## src/inc/bdu_pkg.sv

```systemverilog
// Package with opcodes, flag positions and cycle counts for the unit.
package bdu_pkg;
  localparam logic [7:0] OPC_BCD_R   = 8'h40;
  localparam logic [7:0] OPC_BCD_IR  = 8'h41;
  localparam logic [7:0] OPC_DECB_R  = 8'h00;
  localparam logic [7:0] OPC_DECB_IR = 8'h01;
  localparam logic [7:0] OPC_WORD_MINUS_ONE_OP_RR = 8'h80;
  localparam logic [7:0] OPC_WORD_MINUS_ONE_OP_IR = 8'h81;
  localparam logic [7:0] OPC_IRQOFF  = 8'h8f;
  localparam logic [7:0] OPC_DIV_R   = 8'h94;
  localparam logic [7:0] OPC_DIV_IR  = 8'h95;
  localparam logic [7:0] OPC_DIV_IM  = 8'h96;
  localparam int FLG_C = 7;
  localparam int FLG_Z = 6;
  localparam int FLG_S = 5;
  localparam int FLG_V = 4;
  localparam int FLG_D = 3;
  localparam int FLG_H = 2;
  localparam int SYM_IE = 0;
  localparam logic [7:0] SYM_RST = 8'h00;
  localparam logic [7:0] FLG_RST = 8'h00;
  localparam logic [4:0] CYC_SHORT   = 5'h04;
  localparam logic [4:0] CYC_WORD    = 5'h08;
  localparam logic [4:0] CYC_DIV0    = 5'h0a;
  localparam logic [4:0] CYC_DIV     = 5'h1a;
  localparam logic [4:0] DIV_STEPS   = 5'h10;
  localparam logic [7:0] ADJ_06 = 8'h06;
  localparam logic [7:0] ADJ_60 = 8'h60;
  localparam logic [7:0] ADJ_66 = 8'h66;
  localparam logic [7:0] ADJ_FA = 8'hfa;
  localparam logic [7:0] ADJ_A0 = 8'ha0;
  localparam logic [7:0] ADJ_9A = 8'h9a;
  localparam int NUM_IRQ = 8;
  typedef enum logic [2:0] {
    BDU_IDLE = 3'b001,
    BDU_BUSY = 3'b010,
    BDU_DONE = 3'b100
  } bdu_state_t;
endpackage

```

## src/rtl/bdu_divider.sv

```systemverilog
// Restoring 16-by-8 unsigned divider, one quotient bit per enabled cycle.
`timescale 1ns/1ps
module bdu_divider
  import bdu_pkg::*;
(
  input  wire logic        clk_i,
  input  wire logic        rstn_i,
  input  wire logic        en_i,
  input  wire logic        start_i,
  input  wire logic [15:0] dividend_i,
  input  wire logic [7:0]  divisor_i,
  output logic [8:0]       quot_o,
  output logic [7:0]       rem_o
);
  // A 9-bit quotient is kept so that carry can tell 256..511 from 0..255.
  logic [16:0] acc_ff;
  logic [15:0] sh_ff;
  logic [8:0]  q_ff;
  logic [16:0] trial;
  logic        fits;
  logic [16:0] nxt_acc;
  logic [4:0]  step_ff;
  logic        run;

  // Stop after sixteen steps, or extra shifts would wreck the remainder.
  assign run     = (step_ff != 5'h00);
  assign trial   = {acc_ff[15:0], sh_ff[15]};
  assign fits    = trial >= {9'h000, divisor_i};
  assign nxt_acc = fits ? trial - {9'h000, divisor_i} : trial;
  assign quot_o  = q_ff;
  assign rem_o   = acc_ff[7:0];

  always_ff @(posedge clk_i or negedge rstn_i) begin
    if (!rstn_i) begin
      acc_ff <= 17'h00000;
      sh_ff  <= 16'h0000;
      q_ff   <= 9'h000;
      step_ff <= 5'h00;
    end else if (en_i && start_i) begin
      acc_ff <= 17'h00000;
      sh_ff  <= dividend_i;
      q_ff   <= 9'h000;
      step_ff <= DIV_STEPS;
    end else if (en_i && run) begin
      acc_ff <= nxt_acc;
      sh_ff  <= {sh_ff[14:0], 1'b0};
      q_ff   <= {q_ff[7:0], fits};
      step_ff <= step_ff - 5'h01;
    end
  end
endmodule

```

## src/rtl/bdu_exec.sv

```systemverilog
// Execution unit for decimal adjust, decrements, irq disable and divide.
`timescale 1ns/1ps
module bdu_exec
  import bdu_pkg::*;
(
  input  wire logic         clk_i,
  input  wire logic         rstn_i,
  input  wire logic         ce_i,
  input  wire logic         start_i,
  input  wire logic [7:0]   opcode_i,
  input  wire logic         prev_sub_i,
  input  wire logic [15:0]  dst_i,
  input  wire logic [7:0]   src_i,
  input  wire logic [7:0]   flags_i,
  input  wire logic         irq_on_i,
  input  wire logic [7:0]   irq_req_i,
  input  wire logic [7:0]   irq_clr_i,
  output logic              busy_o,
  output logic              done_o,
  output logic              illegal_o,
  output logic [15:0]       result_o,
  output logic              wr_word_o,
  output logic [7:0]        flags_o,
  output logic              sym_ie_o,
  output logic [7:0]        irq_pend_o,
  output logic [7:0]        irq_take_o
);
  bdu_state_t  state_ff;
  bdu_state_t  nxt_state;
  logic [4:0]  cnt_ff;
  logic [4:0]  nxt_cnt;
  logic [7:0]  op_ff;
  logic [15:0] dst_ff;
  logic [7:0]  src_ff;
  logic        sub_ff;
  logic [7:0]  flg_in_ff;
  logic [7:0]  flags_ff;
  logic [15:0] result_ff;
  logic        wr_word_ff;
  logic        done_ff;
  logic        busy_ff;
  logic        illegal_ff;
  logic        sym_ie_ff;
  logic [7:0]  pend_ff;
  logic [7:0]  take_ff;
  logic [7:0]  req_m_ff;
  logic [7:0]  req_s_ff;

  // Opcode decode.
  wire is_bcd  = (opcode_i == OPC_BCD_R)   || (opcode_i == OPC_BCD_IR);
  wire is_decb = (opcode_i == OPC_DECB_R)  || (opcode_i == OPC_DECB_IR);
  wire is_word_minus_one_op = (opcode_i == OPC_WORD_MINUS_ONE_OP_RR) || (opcode_i == OPC_WORD_MINUS_ONE_OP_IR);
  wire is_off  = (opcode_i == OPC_IRQOFF);
  wire is_div  = (opcode_i == OPC_DIV_R) || (opcode_i == OPC_DIV_IR) ||
                 (opcode_i == OPC_DIV_IM);
  wire legal   = is_bcd | is_decb | is_word_minus_one_op | is_off | is_div;
  wire take    = start_i && (state_ff == BDU_IDLE) && legal;

  wire op_bcd  = (op_ff == OPC_BCD_R)   || (op_ff == OPC_BCD_IR);
  wire op_decb = (op_ff == OPC_DECB_R)  || (op_ff == OPC_DECB_IR);
  wire op_word_minus_one_op = (op_ff == OPC_WORD_MINUS_ONE_OP_RR) || (op_ff == OPC_WORD_MINUS_ONE_OP_IR);
  wire op_off  = (op_ff == OPC_IRQOFF);
  wire op_div  = (op_ff == OPC_DIV_R) || (op_ff == OPC_DIV_IR) ||
                 (op_ff == OPC_DIV_IM);

  // Cycle count per instruction; the divisor decides the divide length.
  // four cycles for short ops, eight for word decrement, 10 or 26 for divide
  wire [4:0] cyc_len = is_word_minus_one_op ? CYC_WORD :
                       is_div  ? ((src_i == 8'h00) ? CYC_DIV0 : CYC_DIV) :
                                 CYC_SHORT;

  // Decimal adjust correction select.
  wire       c_in   = flg_in_ff[FLG_C];
  wire       h_in   = flg_in_ff[FLG_H];
  wire [3:0] hi_nib = dst_ff[7:4];
  wire [3:0] lo_nib = dst_ff[3:0];
  wire       lo_big = lo_nib > 4'h9;
  wire add_lo   = h_in | lo_big;
  wire add_hi   = c_in | (hi_nib > 4'h9) | ((hi_nib > 4'h8) & lo_big);
  wire [7:0] add_k = {add_hi ? ADJ_60[7:4] : 4'h0,
                      add_lo ? ADJ_06[3:0] : 4'h0};
  wire [7:0] sub_k = (c_in & h_in) ? ADJ_9A :
                     c_in          ? ADJ_A0 :
                     h_in          ? ADJ_FA : 8'h00;
  wire [7:0] bcd_k = sub_ff ? sub_k : add_k;
  wire [7:0] bcd_r = dst_ff[7:0] + bcd_k;
  wire       bcd_c = sub_ff ? c_in : add_hi;

  wire [7:0]  decb_r = dst_ff[7:0] - 8'h01;
  wire [15:0] word_minus_one_op_r = dst_ff - 16'h0001;
  wire decb_v = (dst_ff[7:0] == 8'h80);
  wire word_minus_one_op_v = (dst_ff == 16'h8000);

  logic [8:0] quot;
  logic [7:0] rem;
  bdu_divider u_div (
    .clk_i      (clk_i),
    .rstn_i     (rstn_i),
    .en_i       (ce_i),
    .start_i    (take),
    .dividend_i (dst_i),
    .divisor_i  (src_i),
    .quot_o     (quot),
    .rem_o      (rem)
  );
  wire div_zero = (src_ff == 8'h00);
  // Quotient bits above bit 8 never enter the 9-bit quotient; catch them here.
  wire div_huge = (dst_ff[15:8] >= {src_ff[6:0], 1'b0}) && !src_ff[7];
  wire div_v = div_zero | div_huge | quot[8];
  wire div_c = !div_zero && !div_huge && quot[8];

  // Result mux and flag build for the final cycle.
  logic [15:0] nxt_result;
  logic [7:0]  nxt_flags;
  logic        nxt_word;
  always_comb begin
    nxt_result = result_ff;
    nxt_flags  = flg_in_ff;
    nxt_word   = 1'b0;
    if (op_bcd) begin
      nxt_result = {8'h00, bcd_r};
      nxt_flags[FLG_C] = bcd_c;
      nxt_flags[FLG_Z] = (bcd_r == 8'h00);
      nxt_flags[FLG_S] = bcd_r[7];
    end else if (op_decb) begin
      nxt_result = {8'h00, decb_r};
      nxt_flags[FLG_Z] = (decb_r == 8'h00);
      nxt_flags[FLG_S] = decb_r[7];
      nxt_flags[FLG_V] = decb_v;
    end else if (op_word_minus_one_op) begin
      nxt_result = word_minus_one_op_r;
      nxt_word   = 1'b1;
      nxt_flags[FLG_Z] = (word_minus_one_op_r == 16'h0000);
      nxt_flags[FLG_S] = word_minus_one_op_r[15];
      nxt_flags[FLG_V] = word_minus_one_op_v;
    end else if (op_div) begin
      nxt_result = {rem, quot[7:0]};
      nxt_word   = 1'b1;
      nxt_flags[FLG_C] = div_c;
      nxt_flags[FLG_Z] = div_zero | (quot[7:0] == 8'h00 && !div_v);
      nxt_flags[FLG_S] = quot[7];
      nxt_flags[FLG_V] = div_v;
    end
  end

  wire last = (state_ff == BDU_BUSY) && (cnt_ff == 5'h01);

  always_comb begin
    nxt_state = state_ff;
    nxt_cnt   = cnt_ff;
    unique case (state_ff)
      BDU_IDLE: begin
        if (take) begin
          nxt_state = BDU_BUSY;
          nxt_cnt   = cyc_len - 5'h01;
        end
      end
      BDU_BUSY: begin
        nxt_cnt = cnt_ff - 5'h01;
        if (last) begin
          nxt_state = BDU_DONE;
        end
      end
      BDU_DONE: begin
        nxt_state = BDU_IDLE;
      end
      default: begin
        nxt_state = BDU_IDLE;
      end
    endcase
  end

  always_ff @(posedge clk_i or negedge rstn_i) begin
    if (!rstn_i) begin
      state_ff <= BDU_IDLE;
      cnt_ff   <= 5'h00;
    end else if (ce_i) begin
      state_ff <= nxt_state;
      cnt_ff   <= nxt_cnt;
    end
  end

  always_ff @(posedge clk_i or negedge rstn_i) begin
    if (!rstn_i) begin
      op_ff     <= 8'h00;
      dst_ff    <= 16'h0000;
      src_ff    <= 8'h00;
      sub_ff    <= 1'b0;
      flg_in_ff <= FLG_RST;
    end else if (ce_i && take) begin
      op_ff     <= opcode_i;
      dst_ff    <= dst_i;
      src_ff    <= src_i;
      sub_ff    <= prev_sub_i;
      flg_in_ff <= flags_i;
    end
  end

  always_ff @(posedge clk_i or negedge rstn_i) begin
    if (!rstn_i) begin
      result_ff  <= 16'h0000;
      flags_ff   <= FLG_RST;
      wr_word_ff <= 1'b0;
      done_ff    <= 1'b0;
    end else if (ce_i) begin
      done_ff <= last;
      if (last) begin
        result_ff  <= nxt_result;
        flags_ff   <= nxt_flags;
        wr_word_ff <= nxt_word;
      end
    end
  end

  always_ff @(posedge clk_i or negedge rstn_i) begin
    if (!rstn_i) begin
      busy_ff    <= 1'b0;
      illegal_ff <= 1'b0;
    end else if (ce_i) begin
      busy_ff    <= (nxt_state == BDU_BUSY);
      illegal_ff <= start_i && (state_ff == BDU_IDLE) && !legal;
    end
  end

  wire nxt_ie = (last && op_off) ? 1'b0 : (irq_on_i ? 1'b1 : sym_ie_ff);
  always_ff @(posedge clk_i or negedge rstn_i) begin
    if (!rstn_i) begin
      sym_ie_ff <= SYM_RST[SYM_IE];
    end else if (ce_i) begin
      sym_ie_ff <= nxt_ie;
    end
  end

  // Requests arrive from pins, so they pass two flops first.
  always_ff @(posedge clk_i or negedge rstn_i) begin
    if (!rstn_i) begin
      req_m_ff <= 8'h00;
      req_s_ff <= 8'h00;
    end else if (ce_i) begin
      req_m_ff <= irq_req_i;
      req_s_ff <= req_m_ff;
    end
  end

  // pending always latches
  // Set wins over clear so a request in the clear cycle survives.
  genvar g;
  generate
    for (g = 0; g < NUM_IRQ; g++) begin : g_irq
      always_ff @(posedge clk_i or negedge rstn_i) begin
        if (!rstn_i) begin
          pend_ff[g] <= 1'b0;
          take_ff[g] <= 1'b0;
        end else if (ce_i) begin
          pend_ff[g] <= req_s_ff[g] | (pend_ff[g] & ~irq_clr_i[g]);
          take_ff[g] <= pend_ff[g] & sym_ie_ff;
        end
      end
    end
  endgenerate

  assign busy_o     = busy_ff;
  assign done_o     = done_ff;
  assign illegal_o  = illegal_ff;
  assign result_o   = result_ff;
  assign wr_word_o  = wr_word_ff;
  assign flags_o    = flags_ff;
  assign sym_ie_o   = sym_ie_ff;
  assign irq_pend_o = pend_ff;
  assign irq_take_o = take_ff;

  chk_decb_len: assert property (@(posedge clk_i) disable iff (!rstn_i)
    ce_i && take && is_decb |=> (ce_i [*3]) ##1 done_o)
    else $error("byte decrement length wrong");
  chk_word_minus_one_op_len: assert property (@(posedge clk_i) disable iff (!rstn_i)
    ce_i && take && is_word_minus_one_op |=> (ce_i [*7]) ##1 done_o)
    else $error("word decrement length wrong");
  chk_div0_len: assert property (@(posedge clk_i) disable iff (!rstn_i)
    ce_i && take && is_div && src_i == 8'h00 |=> (ce_i [*8]) ##2 done_o)
    else $error("divide by zero length wrong");
  chk_div0_flag: assert property (@(posedge clk_i) disable iff (!rstn_i)
    done_o && op_div && div_zero |-> flags_o[FLG_V] && flags_o[FLG_Z])
    else $error("divide by zero flags wrong");
  chk_div_carry: assert property (@(posedge clk_i) disable iff (!rstn_i)
    done_o && op_div && flags_o[FLG_C] |-> flags_o[FLG_V])
    else $error("divide carry without overflow");
  chk_decb_keep: assert property (@(posedge clk_i) disable iff (!rstn_i)
    done_o && op_decb |-> flags_o[FLG_C] == flg_in_ff[FLG_C] &&
    result_o[7:0] == dst_ff[7:0] - 8'h01)
    else $error("byte decrement result or carry wrong");
  chk_bcd_keep: assert property (@(posedge clk_i) disable iff (!rstn_i)
    done_o && op_bcd |-> flags_o[FLG_H] == flg_in_ff[FLG_H] &&
    flags_o[FLG_Z] == (result_o[7:0] == 8'h00))
    else $error("adjust flags wrong");
  chk_off_clear: assert property (@(posedge clk_i) disable iff (!rstn_i)
    ce_i && last && op_off && !irq_on_i |=> !sym_ie_o)
    else $error("irq disable did not clear enable");
  chk_no_serve: assert property (@(posedge clk_i) disable iff (!rstn_i)
    ce_i && !sym_ie_o |=> irq_take_o == 8'h00)
    else $error("irq serviced while disabled");
  cov_div: cover property (@(posedge clk_i) done_o && op_div);
  cov_bcd_sub: cover property (@(posedge clk_i) done_o && op_bcd && sub_ff);
  cov_word_minus_one_op: cover property (@(posedge clk_i) done_o && op_word_minus_one_op);
endmodule

```

## config.mk

```make
export PLATFORM = sky130hd
export DESIGN_NAME = bdu_exec
export DESIGN_NICKNAME = d
export VERILOG_FILES = /design/src/inc/bdu_pkg.sv /design/src/rtl/bdu_divider.sv /design/src/rtl/bdu_exec.sv
export SDC_FILE = /design/constraint.sdc
export NUM_CORES = 1
export LEC_CHECK = 0
export ABC_AREA = 1
export BUFFER_PORTS_ARGS = -buffer_cell sky130_fd_sc_hd__buf_2
export CAP_MARGIN = 20
export CORE_ASPECT_RATIO = 0.6
export CORE_MARGIN = 4
export CORE_UTILIZATION = 52
export CTS_CLUSTER_SIZE = 8
export DETAILED_ROUTE_END_ITERATION = 16
export PLACE_DENSITY = 0.85
export SYNTH_ARGS = -nofsm -noshare
export SYNTH_HDL_FRONTEND = slang
export SYNTH_SLANG_ARGS = --single-unit
```

## constraint.sdc

```tcl
create_clock -name clk_i -period 2.55 [get_ports clk_i]
set_input_delay 0.51 -clock clk_i [delete_from_list [all_inputs] [get_ports clk_i]]
set_output_delay 0.51 -clock clk_i [all_outputs]
set_load 0.01 [all_outputs]
```

==> flow_summary.toml, run 1 <==
[run_status]
failed_checks = "setup timing"
status = "finished, violations left"

[worst_setup_path]
worstPathRequired_ns = 2.90
path_cells = "inv_2, ha_4, nand2_2, nand2_2, a21oi_2, inv_2, a21oi_2, inv_1, nand2_1, ha_2, inv_2, fa_2, nand3b_1, nand2_1, nand2_2, nand2_1, nand2_1, a21o_1, nand2_1, nand3_1, nor2_1, nor2_1, a21oi_1"
crit_fanout = 3
reg2reg_slack_ns = -0.35
worstPathArrival_ns = 3.25
cp_slowest_cell = "dfrtp_1"
start_kind = "register"
critPathCapture = "flags_o[6]$_DFFE_PN0P_"
crit_top_cell = "nand2_1"
slowest_delay_ns = 0.38
startpoint = "dst_ff[0]$_DFFE_PN0P_"
r2r_cells = 23
endpoint_kind = "register"
crit_type = "reg2reg"
r2r_start = "dst_ff[0]$_DFFE_PN0P_"
r2r-end = "flags_o[6]$_DFFE_PN0P_"

[yosys]
yosys-mux-area-fraction_pct = 0
avgSynthCellArea_sq_um = 7.927
synth-xor-area-share_pct = 2.375
ys_seq_area_share_pct = 46.04
async_flop_share_pct = 100.0
synthSimpleGateAreaFrac_pct = 23.91
synthAdderAreaFrac_pct = 4.750
synthCells = 1070
synth.ff_latch_count = 156
ys_types = 52
ys.flop_type = "dfrtp_1"
syn_area_sq_mm = 0.008482
synth_compound_area_share_pct = 14.75
synth_edf_count = 0
synth_top_family_by_area = "simple AND/OR/NAND/NOR gates"
ys_warn_count = 0
syn_nets = 1163

[power]
clkPwrFrac_pct = 28.4
netSwitchingPower_w = 0.003619
ir_drop_mv = 0.5348
p_sw_share_pct = 38.31
leakagePower_nw = 5.170
intPower_w = 0.005827
seqPwrFrac_pct = 36.3
p_comb_share_pct = 35.4
p_per_area_mw_per_mm2 = 927.1

[min_path]
holdCritPathClass = "in2async"

[grt]
grt_pass1_wl_microns = 39060
grt_max_degree = 58
first_global_vias = 7501
antenna_found_initial = 1
grt-ovfl-total = 0
grt_usage_pct = 26.07

[place]
place.gp.congestion = 0.9698
portBuffers = 106
place_ws_ns = -0.2722
dp_hpwl_microns = 17040
placedCellCount = 1385

[layout]
syn_to_final_growth_pct = 20.12
fin_cells = 1431
final_core_utilization_pct = 64.99
mostFrequentLayoutCells = "nand2_1, dfrtp_1, inv_1, o21ai_0, buf_2"
fillerInstances = 1260
n_antenna_cell = 0
nets = 1308
final_common_cell = "nand2_1"
drive_above_1_share_pct = 20.11

[die]
fp.dieArea_sq_mm = 0.01849
initial_core_util_pct = 54.10
core_sq_mm = 0.01568
die_y_microns = 106.9
row_count = 35
die_w_microns = 172.9
pin_count = 107

[route]
wl_per_cell_microns = 16.84
drt-vias-per-instance = 5.653
firstDrtPassIters = 6
drc = 0
drtAntennaViolNets = 0
wirelength_microns = 24110
via_count = 8090
drt-initial-drc-count = 940

[sta]
period_share_pct = 113.8
slew_violations = 0
fmax_mhz = 344.6
tightest_slew_ns = 0.9281
rsz0062_at_grt = "true"
hold_viol = 0
fin_skew_ns = 0.01375
slew_headroom_pct = 37.55
worst_slack_ns = -0.3520
hold_slack_ns = 0.04253
setup_viol = 4
period_minus_slack_ns = 2.902

[clock_network]
cts-root-buf = "clkbuf_16"
cts.sinks = 156
cts_tree = "done"
insertion_delay_ns = 0.43
h-tree-depth = 4
clockBufferDepth = 2
path_clk_slew_ns = 0.07
cts_buffers = 17
postCtsHoldBufs = 0

[flow_run]
max_cap_violations = 0
[registers in the layout (all words and copies together), names as in the netlist]
register	flops
busy_o	1
cnt_ff	5
done_o	1
dst_ff	16
flags_o	8
flg_in_ff	8
illegal_o	1
irq_pend_o	8
irq_take_o	8
op_ff	8
req_m_ff	8
req_s_ff	8
result_o	16
src_ff	8
state_ff	3
sub_ff	1
sym_ie_o	1
u_div.acc_ff	16
u_div.quot_o	9
u_div.sh_ff	16
u_div.step_ff	5
wr_word_o	1
[critical path, delay by kind of cell, from the launching register on]
kind | cells | cell delay (ns)
and+or+nand+nor | 12 | 0.96
buffers and inverters | 4 | 0.22
AOI/OAI and AO/OA | 4 | 0.58
adders and majority gates | 3 | 0.68
DFF | 1 | 0.38
[how the worst min path moves through the flow]
stage	from	to	slack, ns	cells after the start
after CTS	rstn_i	flags_o[3]$_DFFE_PN0P_	0.06	1
after detailed placement	irq_take_o[0]$_DFFE_PN0P_	irq_take_o[0]$_DFFE_PN0P_	0.46	2
after global routing	rstn_i	flg_in_ff[1]$_DFFE_PN0P_	0.08	1
after floorplan	rstn_i	busy_o$_DFFE_PN0P_	0.21	0
after global placement	req_m_ff[1]$_DFFE_PN0P_	req_m_ff[1]$_DFFE_PN0P_	0.46	2
final	rstn_i	flags_o[3]$_DFFE_PN0P_	0.04	1
[final cells by class]
type / instances / area [sq um] / area share, %
repair buffers: 158 / 955.9 / 9.382
clock buffers: 18 / 439.2 / 4.310
clock inverters: 14 / 170.2 / 1.670
inverters: 139 / 524.3 / 5.146
multi-input cells: 743 / 3940 / 38.67
well taps: 203 / 254.0 / 2.493
flip-flops and latches: 156 / 3905 / 38.33
[power groups by stage]
stage / Combinational [W] / Clock [W] / Sequential, W
after global placement: 0.00299 / 0 / 0.00341
final: 0.00334 / 0.00268 / 0.00343
after CTS: 0.00317 / 0.00269 / 0.00340
after detailed placement: 0.00308 / 0 / 0.00343
after global routing: 0.00372 / 0.00280 / 0.00348
after floorplan: 0.00213 / 0 / 0.00336
[routing by layer]
layer / vias to the layer above / part of all wire (%) / track usage, %
li1: 3772 / - / -
met1: 3791 / 46 / 39.82
met2: 480 / 41 / 36.75
met3: 47 / 12 / 6.942
met4: 0 / 1.5 / 6.488
met5: - / 0 / 0
[timing repair]
item,CTS,global route
setup buffers,10,4
setup endpoints to repair,3,6
resized for setup,6,9
pin swaps,3,10
[synthesized netlist by cell type, drive strengths merged (8+ instances only)]
master,n,share of area (%)
a21oi,38,2.3
a31oi,8,0.59
buf,16,1.3
clkbuf,16,0.71
dfrtp,155,46
ha,29,4.3
inv,139,6.2
nand2,295,14
nand3,46,2.8
nand4,12,0.89
nor2,86,4.2
nor3,20,1.7
o211ai,8,0.83
o21ai,141,8.5
o22ai,12,0.89
xor2,18,1.9
[stage by stage]
step                setup TNS (ns)  total power (W)  cell area, sq um
floorplan                  -0.1236         0.005484              8493
global placement           -0.3355         0.006397              9425
detailed placement         -0.6169         0.006509              9425
CTS                        -0.5171         0.009263             10130
global route                -1.777         0.009995             10190
finish                     -0.8180         0.009446             10190
[kinds of logic (layout without fill, tap and decap cells)]
family	count (synthesis)	count (layout)
flip-flops	156	156
AND/OR/NAND/NOR	467	467
adder cells (fa/ha/maj)	31	31
AO/OA/AOI/OAI	222	222
XOR/XNOR	23	23
buffers and inverters	171	329
(Power assumes the default switching activity.)
==> run 2: changes to the inputs <==
--- a/config.mk
+++ b/config.mk
@@ -5,7 +5,6 @@
 export SDC_FILE = /design/constraint.sdc
 export NUM_CORES = 1
 export LEC_CHECK = 0
-export ABC_AREA = 1
 export BUFFER_PORTS_ARGS = -buffer_cell sky130_fd_sc_hd__buf_2
 export CAP_MARGIN = 20
 export CORE_ASPECT_RATIO = 0.6
==> run 2 against run 1 <==
Net effect: power increased by 2.3%; clock-buffer cell count unchanged; wire length increased by 4.0%; critical endpoint unchanged; the flow still finishes with violations (setup timing); critical path depth down 11; clock skew shrank 0.0038 ns.
==> flow_summary.toml, run 2 <==
[run_status]
status = "finished, violations left"
failed_checks = "setup timing"

[place]
place.gp.congestion = 1.019
dp_hpwl_microns = 17630
portBuffers = 106
placedCellCount = 1239
place_ws_ns = -0.2074

[grt]
grt_pass1_wl_microns = 38850
grt-ovfl-total = 0
grt_usage_pct = 27.47
grt_max_degree = 56
first_global_vias = 7377
antenna_found_initial = 0

[yosys]
synthCells = 876
synth_compound_area_share_pct = 16.33
synth_top_family_by_area = "simple AND/OR/NAND/NOR gates"
synth_edf_count = 0
synth.ff_latch_count = 156
yosys.area.top_type_share_pct = 46.91
synth_top_cells_by_count = "nand2_1, dfrtp_1, o21ai_0"
ys_top_cells_by_area = "dfrtp_1, nand2_1, ha_1, o21ai_0, mux2i_1"
ys.flop_type = "dfrtp_1"
syn_nets = 969
ys_types = 75
syn_area_sq_mm = 0.008269
synthSimpleGateAreaFrac_pct = 18.52
synthAdderAreaFrac_pct = 4.872
yosys-mux-area-fraction_pct = 5.114
synth-xor-area-share_pct = 3.283
avgSynthCellArea_sq_um = 9.440
async_flop_share_pct = 100.0
synth.most_common_cell = "nand2_1"
yosys.area.top_type = "dfrtp_1"
ys_seq_area_share_pct = 47.22
ys_warn_count = 0

[sta]
fin_skew_ns = 0.009968
tightest_slew_ns = 0.7450
slew_violations = 0
period_share_pct = 113.6
slew_headroom_pct = 50.15
fmax_mhz = 345.2
setup_viol = 9
hold_viol = 0
worst_slack_ns = -0.3466
period_minus_slack_ns = 2.897
hold_slack_ns = 0.02903
rsz0062_at_grt = "true"

[route]
drtAntennaViolNets = 0
drt-initial-drc-count = 773
wl_per_cell_microns = 19.59
via_count = 7547
firstDrtPassIters = 5
drc = 0
wirelength_microns = 25070
drt-vias-per-instance = 5.896

[die]
core_sq_mm = 0.01546
die_y_microns = 105.7
row_count = 35
die_w_microns = 170.8
initial_core_util_pct = 53.49
fp.dieArea_sq_mm = 0.01805
pin_count = 107

[clock_network]
cts.sinks = 156
cts_tree = "done"
cts-root-buf = "clkbuf_16"
path_clk_slew_ns = 0.07
clockBufferDepth = 2
h-tree-depth = 4
cts_buffers = 17
postCtsHoldBufs = 0
insertion_delay_ns = 0.43

[worst_setup_path]
critical-path-top-delay-family = "simple AND/OR/NAND/NOR gates"
crit_fanout = 3
path_cells = "inv_2, ha_4, buf_4, buf_4, or4b_4, buf_4, o21ai_0, and2_1, nand4_1, o221ai_2, a21oi_2, o311ai_2"
crit_buf_inv = 4
cp_slowest_cell = "or4b_4"
endpoint_kind = "register"
worstPathArrival_ns = 3.23
worstPathRequired_ns = 2.88
crit_top_cell = "buf_4"
start_kind = "register"
crit_type = "reg2reg"
slowest_delay_ns = 0.47

[power]
ir_drop_mv = 0.4870
finalPower_w = 0.009661
p_per_area_mw_per_mm2 = 919.1
leakagePower_nw = 5.202

[layout]
fin_cells = 1280
drive_above_1_share_pct = 28.88
nets = 1157
syn_to_final_growth_pct = 27.11
final_core_utilization_pct = 68.00
mostFrequentLayoutCells = "nand2_1, dfrtp_1, buf_2, buf_4, o21ai_0"
final_common_cell = "nand2_1"
fillerInstances = 1102
n_antenna_cell = 0

[min_path]
holdCritPathClass = "in2async"

[flow_run]
max_cap_violations = 0
==> run 2: cell count changes after synthesis, moves of 15 or more <==
cell | before | now
nand2_1 | 286 | 176
inv_1 | 128 | 51
a22o_1 | 1 | 21
mux2_2 | 0 | 18
nand3_1 | 45 | 7
mux2i_1 | 0 | 22
o21ai_0 | 124 | 70
xnor2_1 | 5 | 20
nor2_1 | 81 | 43
==> run 2: kinds of logic (layout without fill, tap and decap cells) <==
family	after synthesis	count (layout)
AO/OA/AOI/OAI	209	209
XOR/XNOR	31	31
adder cells (fa/ha/maj)	31	31
buffers and inverters	92	293
flip-flops	156	156
multiplexers	40	40
AND/OR/NAND/NOR	317	317
==> run 2: repair_timing <==
item,4_1_cts,5_1_grt
setup buffers,4,5
gates resized for setup,18,28
endpoints found under the setup margin,8,18
pin swaps,14,21
==> run 2: final cells by class <==
cell class                      instances  area, sq um  share of cell area, %
Clock inverter                         14        180.2                  1.714
Inverter                               52        195.2                  1.857
Timing Repair Buffer                  209         1359                  12.93
Multi-Input combinational cell        628         4188                  39.84
Tap cell                              203        254.0                  2.416
Clock buffer                           18        429.2                  4.083
Sequential cell                       156         3906                  37.16
==> run 2: routing by layer <==
layer  GRT usage, %  up-vias  wire [microns]
li1               -     3446               -
met1          40.68     3631           11460
met2          38.90      403           10670
met3          8.096       67            2421
met4          8.205        0             520
met5              0        -               0
==> run 2: power by group <==
part / leakage [nW] / switching, W / internal (W)
Clock: 0.293 / 0.00110 / 0.00156
Sequential: 1.97 / 0.000556 / 0.00298
Combinational: 2.94 / 0.00186 / 0.00161
Total: 5.20 / 0.00351 / 0.00615
==> run 2: stage by stage <==
stage	area, sq um	TNS, ns
2_1_floorplan	8277	-0.06434
3_3_place_gp	9634	-0.3887
3_5_place_dp	9634	-0.9746
4_1_cts	10340	-0.3947
5_1_grt	10510	-2.625
6_report	10510	-1.741
==> run 2: worst paths after layout <==
path                                          start                        end  slack, ns  cells past startpoint
max                           dst_ff[1]$_DFFE_PN0P_     flags_o[6]$_DFFE_PN0P_      -0.35                     12
min                                          rstn_i  irq_pend_o[2]$_DFFE_PN0P_       0.03                      1
max reg2reg                   dst_ff[1]$_DFFE_PN0P_     flags_o[6]$_DFFE_PN0P_      -0.35                     12
min reg2reg                result_o[11]$_DFFE_PN0P_   result_o[11]$_DFFE_PN0P_       0.46                      2
max in group asynchronous                    rstn_i     dst_ff[14]$_DFFE_PN0P_       1.78                      2
min in group clk_i                       prev_sub_i         sub_ff$_DFFE_PN0P_       0.26                      3
